$ cat config.mk
export PLATFORM = sky130hd
export DESIGN_NAME = adc_conversion_sequencer
export DESIGN_NICKNAME = d
export VERILOG_FILES = /design/src/core/adc_seq_pkg.sv /design/src/core/half_tick_gen.sv /design/src/core/adc_conversion_sequencer.sv
export SDC_FILE = /design/constraint.sdc
export NUM_CORES = 1
export LEC_CHECK = 0
export BUFFER_PORTS_ARGS = -buffer_cell sky130_fd_sc_hd__buf_4
export CAP_MARGIN = 20
export CORE_MARGIN = 2
export CORE_UTILIZATION = 36
export DETAILED_ROUTE_END_ITERATION = 8
export REMOVE_ABC_BUFFERS = 1
export SYNTH_ARGS = -nofsm -noshare
export SYNTH_HDL_FRONTEND = slang
export SYNTH_SLANG_ARGS = --single-unit
export TNS_END_PERCENT = 20
$ cat constraint.sdc
create_clock -name sys_clk_i -period 4.02 [get_ports sys_clk_i]
set_input_delay 1.206 -clock sys_clk_i [delete_from_list [all_inputs] [get_ports sys_clk_i]]
set_output_delay 1.206 -clock sys_clk_i [all_outputs]
set_load 0.01 [all_outputs]
$ cat src/core/adc_seq_pkg.sv
`default_nettype none

package adc_seq_pkg;

    ////////////////////////////////////////////////////////////////////////////
    // Register byte offsets
    localparam logic [7:0] OFS_CTRL    = 8'h00;
    localparam logic [7:0] OFS_PINCFG  = 8'h04;
    localparam logic [7:0] OFS_RESULT  = 8'h08;
    localparam logic [7:0] OFS_FLAG    = 8'h0C;
    localparam logic [7:0] OFS_PORT    = 8'h10;
    localparam logic [7:0] OFS_DIR     = 8'h14;
    localparam logic [7:0] OFS_LATCH   = 8'h18;

    // Field positions inside the flag register
    localparam int FLAG_DONE_BIT  = 0;
    localparam int FLAG_IRQEN_BIT = 1;
    localparam int FLAG_SLOW_BIT  = 2;

    ////////////////////////////////////////////////////////////////////////////
    // Conversion clock select codes
    typedef enum logic [1:0] {
        CLK_OSC_DIV2  = 2'h0,
        CLK_OSC_DIV8  = 2'h1,
        CLK_OSC_DIV32 = 2'h2,
        CLK_RC        = 2'h3
    } clk_sel_e;

    // Control register layout
    typedef struct packed {
        clk_sel_e   clk_sel;
        logic [2:0] channel_select;
        logic       go;
        logic       rsvd;
        logic       converter_on;
    } ctrl_s;

    ////////////////////////////////////////////////////////////////////////////
    // Reset values
    localparam logic [7:0] RST_CTRL   = 8'h00;
    localparam logic [7:0] RST_PINCFG = 8'hFF;
    localparam logic [7:0] RST_DIR    = 8'hFF;
    localparam logic [7:0] RST_LATCH  = 8'h00;

    ////////////////////////////////////////////////////////////////////////////
    // Timing: dividers in system clock cycles per tick, one half bit period per tick; phase counts in ticks
    localparam logic [4:0] HALF_DIV2        = 5'h01;
    localparam logic [4:0] HALF_DIV8        = 5'h04;
    localparam logic [4:0] HALF_DIV32       = 5'h10;
    localparam logic [2:0] INSTR_OSC_CYCLES = 3'h4;
    localparam logic [4:0] HC_FIRST_TRIAL   = 5'h02;
    localparam logic [4:0] HC_FIRST_DECIDE  = 5'h04;
    localparam logic [4:0] HC_CONV_LAST     = 5'h12;
    localparam logic [4:0] HC_SETTLE_LAST   = 5'h03;
    localparam int         SYS_CLK_MHZ      = 200;
    localparam int         MIN_TAD_NS       = 1600;
    localparam int         MIN_TAD_CYCLES   = (MIN_TAD_NS * SYS_CLK_MHZ + 999) / 1000;

    // Compare unit mode that fires the special event trigger
    localparam logic [3:0] COMPARE_MODE_ADC = 4'hB;

endpackage

`default_nettype wire

$ cat src/core/half_tick_gen.sv
`default_nettype none

module half_tick_gen
(
    // Clock and reset
    input  wire logic       sys_clk_i,
    input  wire logic       rst_n_i,
    // Control
    input  wire logic       run_i,
    input  wire logic [1:0] clk_sel_i,
    input  wire logic       rc_edge_i,
    // Half bit period pulse
    output logic            half_tick_o
);

    logic [4:0] cnt_ff;
    logic       tick_ff;
    wire  [4:0] half_div;
    wire        wrap;

    // Divisor follows the live select, so a switch takes effect mid-conversion
    assign half_div = (clk_sel_i == adc_seq_pkg::CLK_OSC_DIV2) ? adc_seq_pkg::HALF_DIV2 :
                      (clk_sel_i == adc_seq_pkg::CLK_OSC_DIV8) ? adc_seq_pkg::HALF_DIV8 :
                      adc_seq_pkg::HALF_DIV32;
    assign wrap     = (cnt_ff >= (half_div - 5'h01));

    always_ff @(posedge sys_clk_i or negedge rst_n_i)
    begin
        if (!rst_n_i)
        begin
            cnt_ff  <= 5'h00;
            tick_ff <= 1'b0;
        end
        else if (!run_i)
        begin
            cnt_ff  <= 5'h00;
            tick_ff <= 1'b0;
        end
        else if (clk_sel_i == adc_seq_pkg::CLK_RC)
        begin
            cnt_ff  <= 5'h00;
            tick_ff <= rc_edge_i;
        end
        else
        begin
            cnt_ff  <= wrap ? 5'h00 : cnt_ff + 5'h01;
            tick_ff <= wrap;
        end
    end

    assign half_tick_o = tick_ff;

endmodule

`default_nettype wire

$ cat src/core/adc_conversion_sequencer.sv
// Added by the designer: register access over APB and the address map.
`default_nettype none

// Notes on behaviour
// - Port read shows analog pins as zero
// - Output-driven analog pin is still converted
// - Channel and direction never gate sequencing
// - Abort by clearing go keeps old result
// - After abort wait two bit periods, reacquire
// - Clock switch mid-conversion applies to remaining bits
// - RC clock waits one instruction cycle first
// - Sleep completion loads result, may wake device
// - Sleep on oscillator clock aborts, powers off
// - Reset loads register defaults (pin config and direction all ones), module off, aborts
// - Reset leaves result register unmodified
// - Compare trigger sets go, clears timer
// - Trigger ignored when off, timer still cleared
// - Clock select codes div2, div8, div32, RC
// - Completion loads result, clears go, sets flag
// - Full conversion lasts nine and half periods
module adc_conversion_sequencer
(
    // Clock and reset
    input  wire logic        sys_clk_i,
    input  wire logic        rst_n_i,
    // APB slave
    input  wire logic        psel_i,
    input  wire logic        penable_i,
    input  wire logic        pwrite_i,
    input  wire logic [7:0]  paddr_i,
    input  wire logic [31:0] pwdata_i,
    output logic      [31:0] prdata_o,
    output logic             pready_o,
    output logic             pslverr_o,
    // Analog front end
    input  wire logic        comp_i,
    output logic      [2:0]  channel_o,
    output logic      [7:0]  dac_code_o,
    output logic             sample_o,
    output logic             power_on_o,
    // Port pins
    input  wire logic [7:0]  pin_i,
    output logic      [7:0]  pin_out_o,
    output logic      [7:0]  pin_oe_o,
    // Core, RC oscillator and compare unit
    input  wire logic        rc_clk_i,
    input  wire logic        sleep_i,
    input  wire logic [3:0]  compare_mode_i,
    input  wire logic        special_event_i,
    output logic             timer_clear_o,
    output logic             wake_o,
    output logic             done_flag_o
);

    typedef enum logic [1:0] {
        ST_ACQ,
        ST_RC_WAIT,
        ST_CONV,
        ST_SETTLE
    } seq_state_e;

    ////////////////////////////////////////////////////////////////////////////
    // State

    seq_state_e          state_ff;
    seq_state_e          nxt_state;
    adc_seq_pkg::ctrl_s  ctrl_ff;
    logic                go_ff;
    logic [7:0]          pincfg_ff;
    logic [7:0]          dir_ff;
    logic [7:0]          latch_ff;
    logic [7:0]          result_ff;
    logic                done_ff;
    logic                irq_en_ff;
    logic [4:0]          hc_ff;
    logic [2:0]          wait_ff;
    logic [7:0]          dac_ff;
    logic [7:0]          mask_ff;
    logic [31:0]         prdata_ff;
    logic                pready_ff;
    logic                pslverr_ff;
    logic                sample_ff;
    logic                power_ff;
    logic                timer_clr_ff;
    logic                wake_ff;
    logic [7:0]          pin_oe_ff;
    logic [7:0]          pin_s1_ff;
    logic [7:0]          pin_s2_ff;
    logic                rc_s1_ff;
    logic                rc_s2_ff;
    logic                rc_s3_ff;
    logic                half_tick;

    ////////////////////////////////////////////////////////////////////////////
    // Bus decode

    wire                     setup     = psel_i & ~penable_i;
    wire                     access    = psel_i & penable_i & pready_ff;
    wire                     wr        = access & pwrite_i;
    wire                     sel_ctrl  = (paddr_i == adc_seq_pkg::OFS_CTRL);
    wire                     sel_pcfg  = (paddr_i == adc_seq_pkg::OFS_PINCFG);
    wire                     sel_res   = (paddr_i == adc_seq_pkg::OFS_RESULT);
    wire                     sel_flag  = (paddr_i == adc_seq_pkg::OFS_FLAG);
    wire                     sel_port  = (paddr_i == adc_seq_pkg::OFS_PORT);
    wire                     sel_dir   = (paddr_i == adc_seq_pkg::OFS_DIR);
    wire                     sel_latch = (paddr_i == adc_seq_pkg::OFS_LATCH);
    wire                     mapped    = sel_ctrl | sel_pcfg | sel_res | sel_flag |
                                         sel_port | sel_dir | sel_latch;
    wire                     wr_ctrl   = wr & sel_ctrl;
    wire                     wr_flag   = wr & sel_flag;
    wire adc_seq_pkg::ctrl_s w_ctrl    = adc_seq_pkg::ctrl_s'(pwdata_i[7:0]);

    ////////////////////////////////////////////////////////////////////////////
    // Sequencing decisions; channel and direction are not looked at

    wire       busy        = (state_ff == ST_RC_WAIT) | (state_ff == ST_CONV);
    wire       is_rc       = (ctrl_ff.clk_sel == adc_seq_pkg::CLK_RC);
    wire       turn_off    = wr_ctrl & ~w_ctrl.converter_on;
    wire       trig_hit    = special_event_i & (compare_mode_i == adc_seq_pkg::COMPARE_MODE_ADC);
    // Go only counts when the module was already on, not in the enabling write
    wire       sw_start    = wr_ctrl & w_ctrl.go & w_ctrl.converter_on &
                             ctrl_ff.converter_on & (state_ff == ST_ACQ);
    wire       trig_start  = trig_hit & ctrl_ff.converter_on &
                             (state_ff == ST_ACQ) & ~turn_off;
    wire       start       = sw_start | trig_start;
    wire       sw_abort    = wr_ctrl & busy & ~w_ctrl.go;
    wire       sleep_abort = sleep_i & busy & ~is_rc;
    wire       abort       = sw_abort | sleep_abort | (busy & turn_off);
    wire       conv_end    = (state_ff == ST_CONV) & half_tick &
                             (hc_ff == adc_seq_pkg::HC_CONV_LAST);
    wire       decide      = (state_ff == ST_CONV) & half_tick & ~hc_ff[0] &
                             (hc_ff >= adc_seq_pkg::HC_FIRST_DECIDE);
    wire [7:0] decided     = comp_i ? dac_ff : (dac_ff & ~mask_ff);
    wire       run_ticks   = (state_ff == ST_CONV) | (state_ff == ST_SETTLE);
    wire       rc_edge     = rc_s2_ff ^ rc_s3_ff;
    wire [5:0] full_div    = {ctrl_ff.clk_sel == adc_seq_pkg::CLK_OSC_DIV32,
                              ctrl_ff.clk_sel == adc_seq_pkg::CLK_OSC_DIV8,
                              3'h0,
                              ctrl_ff.clk_sel == adc_seq_pkg::CLK_OSC_DIV2};
    // Flags a bit period below the minimum; results would be invalid
    wire       tad_short   = ~is_rc & ((32'(full_div) * 32'd2) < 32'(adc_seq_pkg::MIN_TAD_CYCLES));

    ////////////////////////////////////////////////////////////////////////////
    // Read mux

    wire [31:0] rd_data =
        sel_ctrl  ? {24'h000000, ctrl_ff.clk_sel, ctrl_ff.channel_select, go_ff,
                     1'b0, ctrl_ff.converter_on} :
        sel_pcfg  ? {24'h000000, pincfg_ff} :
        sel_res   ? {24'h000000, result_ff} :
        sel_flag  ? {29'h00000000, tad_short, irq_en_ff, done_ff} :
        sel_port  ? {24'h000000, pin_s2_ff & ~pincfg_ff} :
        sel_dir   ? {24'h000000, dir_ff} :
        sel_latch ? {24'h000000, latch_ff} :
        32'h00000000;

    ////////////////////////////////////////////////////////////////////////////
    // Sequencer

    always_comb
    begin
        nxt_state = state_ff;
        unique case (state_ff)
            ST_ACQ:
                if (start)
                    nxt_state = is_rc ? ST_RC_WAIT : ST_CONV;
            ST_RC_WAIT:
                if (abort)
                    nxt_state = ST_SETTLE;
                else if (wait_ff == (adc_seq_pkg::INSTR_OSC_CYCLES - 3'h1))
                    nxt_state = ST_CONV;
            ST_CONV:
                if (abort || conv_end)
                    nxt_state = ST_SETTLE;
            ST_SETTLE:
                if (half_tick && hc_ff == adc_seq_pkg::HC_SETTLE_LAST)
                    nxt_state = ST_ACQ;
        endcase
    end

    half_tick_gen u_ticks
    (
        .sys_clk_i   (sys_clk_i),
        .rst_n_i     (rst_n_i),
        .run_i       (run_ticks & ~abort),
        .clk_sel_i   (ctrl_ff.clk_sel),
        .rc_edge_i   (rc_edge),
        .half_tick_o (half_tick)
    );

    always_ff @(posedge sys_clk_i or negedge rst_n_i)
    begin
        if (!rst_n_i)
        begin
            state_ff <= ST_ACQ;
            hc_ff    <= 5'h00;
            wait_ff  <= 3'h0;
            go_ff    <= 1'b0;
        end
        else
        begin
            state_ff <= nxt_state;
            hc_ff    <= (nxt_state != state_ff) ? 5'h00 : hc_ff + {4'h0, half_tick};
            wait_ff  <= (state_ff == ST_RC_WAIT) ? wait_ff + 3'h1 : 3'h0;
            go_ff    <= start | (go_ff & ~abort & ~conv_end);
        end
    end

    // Successive approximation trial register
    always_ff @(posedge sys_clk_i or negedge rst_n_i)
    begin
        if (!rst_n_i)
        begin
            dac_ff  <= 8'h00;
            mask_ff <= 8'h00;
        end
        else if (start)
        begin
            dac_ff  <= 8'h00;
            mask_ff <= 8'h00;
        end
        else if ((state_ff == ST_CONV) && half_tick && hc_ff == adc_seq_pkg::HC_FIRST_TRIAL)
        begin
            dac_ff  <= 8'h80;
            mask_ff <= 8'h80;
        end
        else if (decide)
        begin
            dac_ff  <= decided | (mask_ff >> 1);
            mask_ff <= mask_ff >> 1;
        end
    end

    // No reset at all: content after power-up is undefined
    always_ff @(posedge sys_clk_i)
    begin
        if (conv_end)
            result_ff <= decided;
        else if (wr && sel_res)
            result_ff <= pwdata_i[7:0];
    end

    ////////////////////////////////////////////////////////////////////////////
    // Registers and bus answer

    always_ff @(posedge sys_clk_i or negedge rst_n_i)
    begin
        if (!rst_n_i)
        begin
            ctrl_ff   <= adc_seq_pkg::ctrl_s'(adc_seq_pkg::RST_CTRL);
            pincfg_ff <= adc_seq_pkg::RST_PINCFG;
            dir_ff    <= adc_seq_pkg::RST_DIR;
            latch_ff  <= adc_seq_pkg::RST_LATCH;
            done_ff   <= 1'b0;
            irq_en_ff <= 1'b0;
            prdata_ff <= 32'h00000000;
            pready_ff <= 1'b0;
            pslverr_ff <= 1'b0;
        end
        else
        begin
            if (wr_ctrl)
            begin
                ctrl_ff.clk_sel        <= w_ctrl.clk_sel;
                ctrl_ff.channel_select <= w_ctrl.channel_select;
                ctrl_ff.converter_on   <= w_ctrl.converter_on;
            end
            if (wr && sel_pcfg)
                pincfg_ff <= pwdata_i[7:0];
            if (wr && sel_dir)
                dir_ff <= pwdata_i[7:0];
            if (wr && sel_latch)
                latch_ff <= pwdata_i[7:0];
            if (wr_flag)
                irq_en_ff <= pwdata_i[adc_seq_pkg::FLAG_IRQEN_BIT];
            // Set beats a simultaneous write-one clear
            done_ff    <= conv_end |
                          (done_ff & ~(wr_flag & pwdata_i[adc_seq_pkg::FLAG_DONE_BIT]));
            pready_ff  <= setup;
            pslverr_ff <= setup & ~mapped;
            if (setup)
                prdata_ff <= rd_data;
        end
    end

    ////////////////////////////////////////////////////////////////////////////
    // Pins, front end and events

    always_ff @(posedge sys_clk_i or negedge rst_n_i)
    begin
        if (!rst_n_i)
        begin
            pin_s1_ff    <= 8'h00;
            pin_s2_ff    <= 8'h00;
            rc_s1_ff     <= 1'b0;
            rc_s2_ff     <= 1'b0;
            rc_s3_ff     <= 1'b0;
            pin_oe_ff    <= 8'h00;
            sample_ff    <= 1'b0;
            power_ff     <= 1'b0;
            timer_clr_ff <= 1'b0;
            wake_ff      <= 1'b0;
        end
        else
        begin
            pin_s1_ff    <= pin_i;
            pin_s2_ff    <= pin_s1_ff;
            rc_s1_ff     <= rc_clk_i;
            rc_s2_ff     <= rc_s1_ff;
            rc_s3_ff     <= rc_s2_ff;
            // Driven pins stay selectable; the front end converts the driven level
            pin_oe_ff    <= ~dir_ff;
            sample_ff    <= (nxt_state == ST_ACQ) & ctrl_ff.converter_on;
            power_ff     <= ctrl_ff.converter_on & ~(sleep_i & ~is_rc);
            timer_clr_ff <= trig_hit;
            wake_ff      <= conv_end & sleep_i & irq_en_ff;
        end
    end

    assign prdata_o      = prdata_ff;
    assign pready_o      = pready_ff;
    assign pslverr_o     = pslverr_ff;
    assign channel_o     = ctrl_ff.channel_select;
    assign dac_code_o    = dac_ff;
    assign sample_o      = sample_ff;
    assign power_on_o    = power_ff;
    assign pin_out_o     = latch_ff;
    assign pin_oe_o      = pin_oe_ff;
    assign timer_clear_o = timer_clr_ff;
    assign wake_o        = wake_ff;
    assign done_flag_o   = done_ff;

endmodule

`default_nettype wire

==> run metrics <==
critical path startpoint category=primary input; # IOs=127; max_cap viols=0; status=completed; Multi-input gate area=0.00214 mm^2; HP Class=register to register; CP arrival=~3400 ps; flops & latches, synth=~110; top cell type's share of synthesized area=a little over two fifths; slowest stage delay, CP=560 ps; Worst VDD drop=0.309 mV; TritonCTS clock tree=built; Critical Path End Type=register; CTS H-tree depth=4; Internal Pwr Total=2.28 mW; gr usage total=16.9%; pwr dens=between 400 and 500 mW/mm^2; core area=0.0146 mm^2; Avg WL per Cell=16.3 um; Mapped Area=0.00539 mm^2; vias in the first global route=3977; hold_buf cts=0; DRC=0; GPL Wtd Cong=between 0.8 and 0.9; starting density of the core=36.9%; Post-synth EDFFs=8; first-pass GRT wire length=21000 um; number of gates resized after CTS=0; Synth cell types=58; Crit Path Category=primary input to register; routed wire length=12900 um; initial antenna violation count=0; clock share of power=between 40% and 50%; crit path cell chain=buf_4 > or4_4 > or2_1 > nor2_1 > and3_1 > mux2_2; clk_skew=approximately 13 ps; number of diodes=0; sequential power share=40.3%; Setup Fix Bufs, Post-CTS=0; Worst path slowest cell=or4_4; Pins Over Slew Limit=0; Rows=44; warnings from Yosys=0; root buf cell=clkbuf_16; Num CTS Buffers=17; CTS Sinks=114; Max FO, Critical Path=8; layout cells sized above 1=25.7%; fill count=1339; sw power=0.801 mW; Cell Area, Placed=0.00604 mm^2; Main synth FF type=dfrtp_1; final period utilization=77.9%; Synth top cells by count=dfrtp_1 (90), nand2_1 (60), o21ai_0 (44); Clock Pin Slew Worst Setup and Hold Paths=about 50 ps; Final Hold Viols=0; Sequential Area=0.00291 mm^2; port buffer count=78; fmax=0.319 GHz; vias=4020; largest net degree at the start of global routing=58; Via density=5.09; Die Ht=approximately 130 um; Final Power=3.08 mW; combinational share of power=between 10 and 15%; asr flop ratio synth=between 90% and 100%; 1st-pass router iterations=5; flop-to-flop setup slack=1490 ps; WP data required=roughly 4300 ps; die area=between 0.015 and 0.02 mm^2; Leakage=about 3.2 nW; worst-skew pair later-pin latency=420 ps; Seq/Total Area, Yosys=54.1%; Final Util=45.1%; Relative slew margins=47.0%; RSZ-0062 raised after global routing=false; # setup viols final=0; switch share=between 20% and 30%; final instance area=0.00658 mm^2; DRT iter0 DRCs=295; Post-DP HPWL=8890 um; Max Root-Sink Buffers=2; minimum clock period after layout=3130 ps; Nets=668; Die Width=126 um; most frequent cell after synthesis=dfrtp_1; main area contributors after synthesis=dfrtp_1 (42%), dfstp_2 (7.8%), mux2_2 (5.0%), edfxtp_1 (4.5%), nand2_1 (4.2%); Slew @ Worst Pin=between 700 and 800 ps; Fin Hold WS=343 ps; cell taking the most area after synthesis=dfrtp_1; gr ovfl total=0; post-route ant nets=0; Mean Syn Cell Area=10.4 um^2; Cells after Synth=519; Syn-to-layout area delta=22.2%
==> flip-flops by register name (all words and copies together) (netlist names), 8 cells and up <==
register and cells:
pin_s2_ff 8, dir_ff 8, pin_s1_ff 8, pin_out_o 8
pin_oe_o 8, dac_code_o 8, pincfg_ff 8, prdata_o 8
result_ff 8, mask_ff 8
==> per-layer routing <==
layer  track usage (%)  part of all wire (%)  routed length [um]
met5                 0                     0                   0
met4              5.49                   1.1                 139
met3              5.40                   5.5                 711
met2              26.2                    47                6080
met1              22.7                    46                5930
==> worst max-delay path: cells and delay by family <==
kind | cells | cell delay [ps]
buf+inv | 1 | 120
simple gates | 4 | 1690
mux | 1 | 410
==> power groups by stage <==
stage | clock network (mW) | registers (mW) | logic, mW
2_1_floorplan | 0 | 1.25 | 0.301
3_3_place_gp | 0 | 1.26 | 0.444
3_5_place_dp | 0 | 1.26 | 0.456
4_1_cts | 1.41 | 1.24 | 0.459
5_1_grt | 1.47 | 1.25 | 0.513
6_report | 1.38 | 1.24 | 0.457
==> layout by cell type, fill, tap and decap left out, drive strengths merged, types with 3 or more instances in the layout <==
cell	count
xor2	5
nor2	26
nor3b	4
o31ai	5
or3	3
a221oi	9
a21oi	37
nor2b	7
ha	14
clkinv	5
edfxtp	8
o41ai	3
nor4	6
nand4	3
buf	83
nand3	10
inv	32
dfstp	16
and3	4
conb	24
o21ai	47
a31oi	3
dfrtp	90
nand2	60
clkbuf	26
mux2	25
a21o	4
nor3	5
a22oi	5
nand2b	8
==> cell type report <==
cell class / instances / share of cell area (%)
repair buffers: 83 / 9.65
inverters: 32 / 1.82
clock inverters: 6 / 0.836
well taps: 184 / 3.50
clock buffers: 26 / 7.43
multi-input cells: 345 / 32.5
flip-flops and latches: 114 / 44.2
==> path summary, 6_finish.rpt <==
check                                  start       endpoint  depth (start not counted)
worst max register to register   state_ff[0]   result_ff[3]                          5
worst max-delay path              paddr_i[7]   pin_out_o[7]                          6
max in group asynchronous            rst_n_i      dir_ff[6]                          2
worst min-delay path            pin_s1_ff[5]   pin_s2_ff[5]                          0
worst min register to register  pin_s1_ff[5]   pin_s2_ff[5]                          0
min in group asynchronous            rst_n_i  dac_code_o[3]                          1
==> cell families after synthesis <==
| family | count (synthesis) | share of synthesized area (%) |
|---|---|---|
| AOI/OAI and AO/OA | 127 | 14.3 |
| xor gates and xnor gates | 7 | 1.14 |
| adders and majority gates | 14 | 3.25 |
| buffers and inverters | 83 | 7.92 |
| DFF | 114 | 54.1 |
| muxes | 25 | 5.29 |
| other | 1 | 0.0696 |
| and+or+nand+nor | 148 | 14.0 |
==> metrics by stage <==
step	setup TNS (ps)	setup slack [ps]	instances
after CTS	0	921	790
after floorplan	-626	-123	491
final	0	889	790
after detailed placement	0	495	758
after global routing	0	826	790
after global placement	0	559	758
Note: power is estimated with default switching activity, not from simulation.
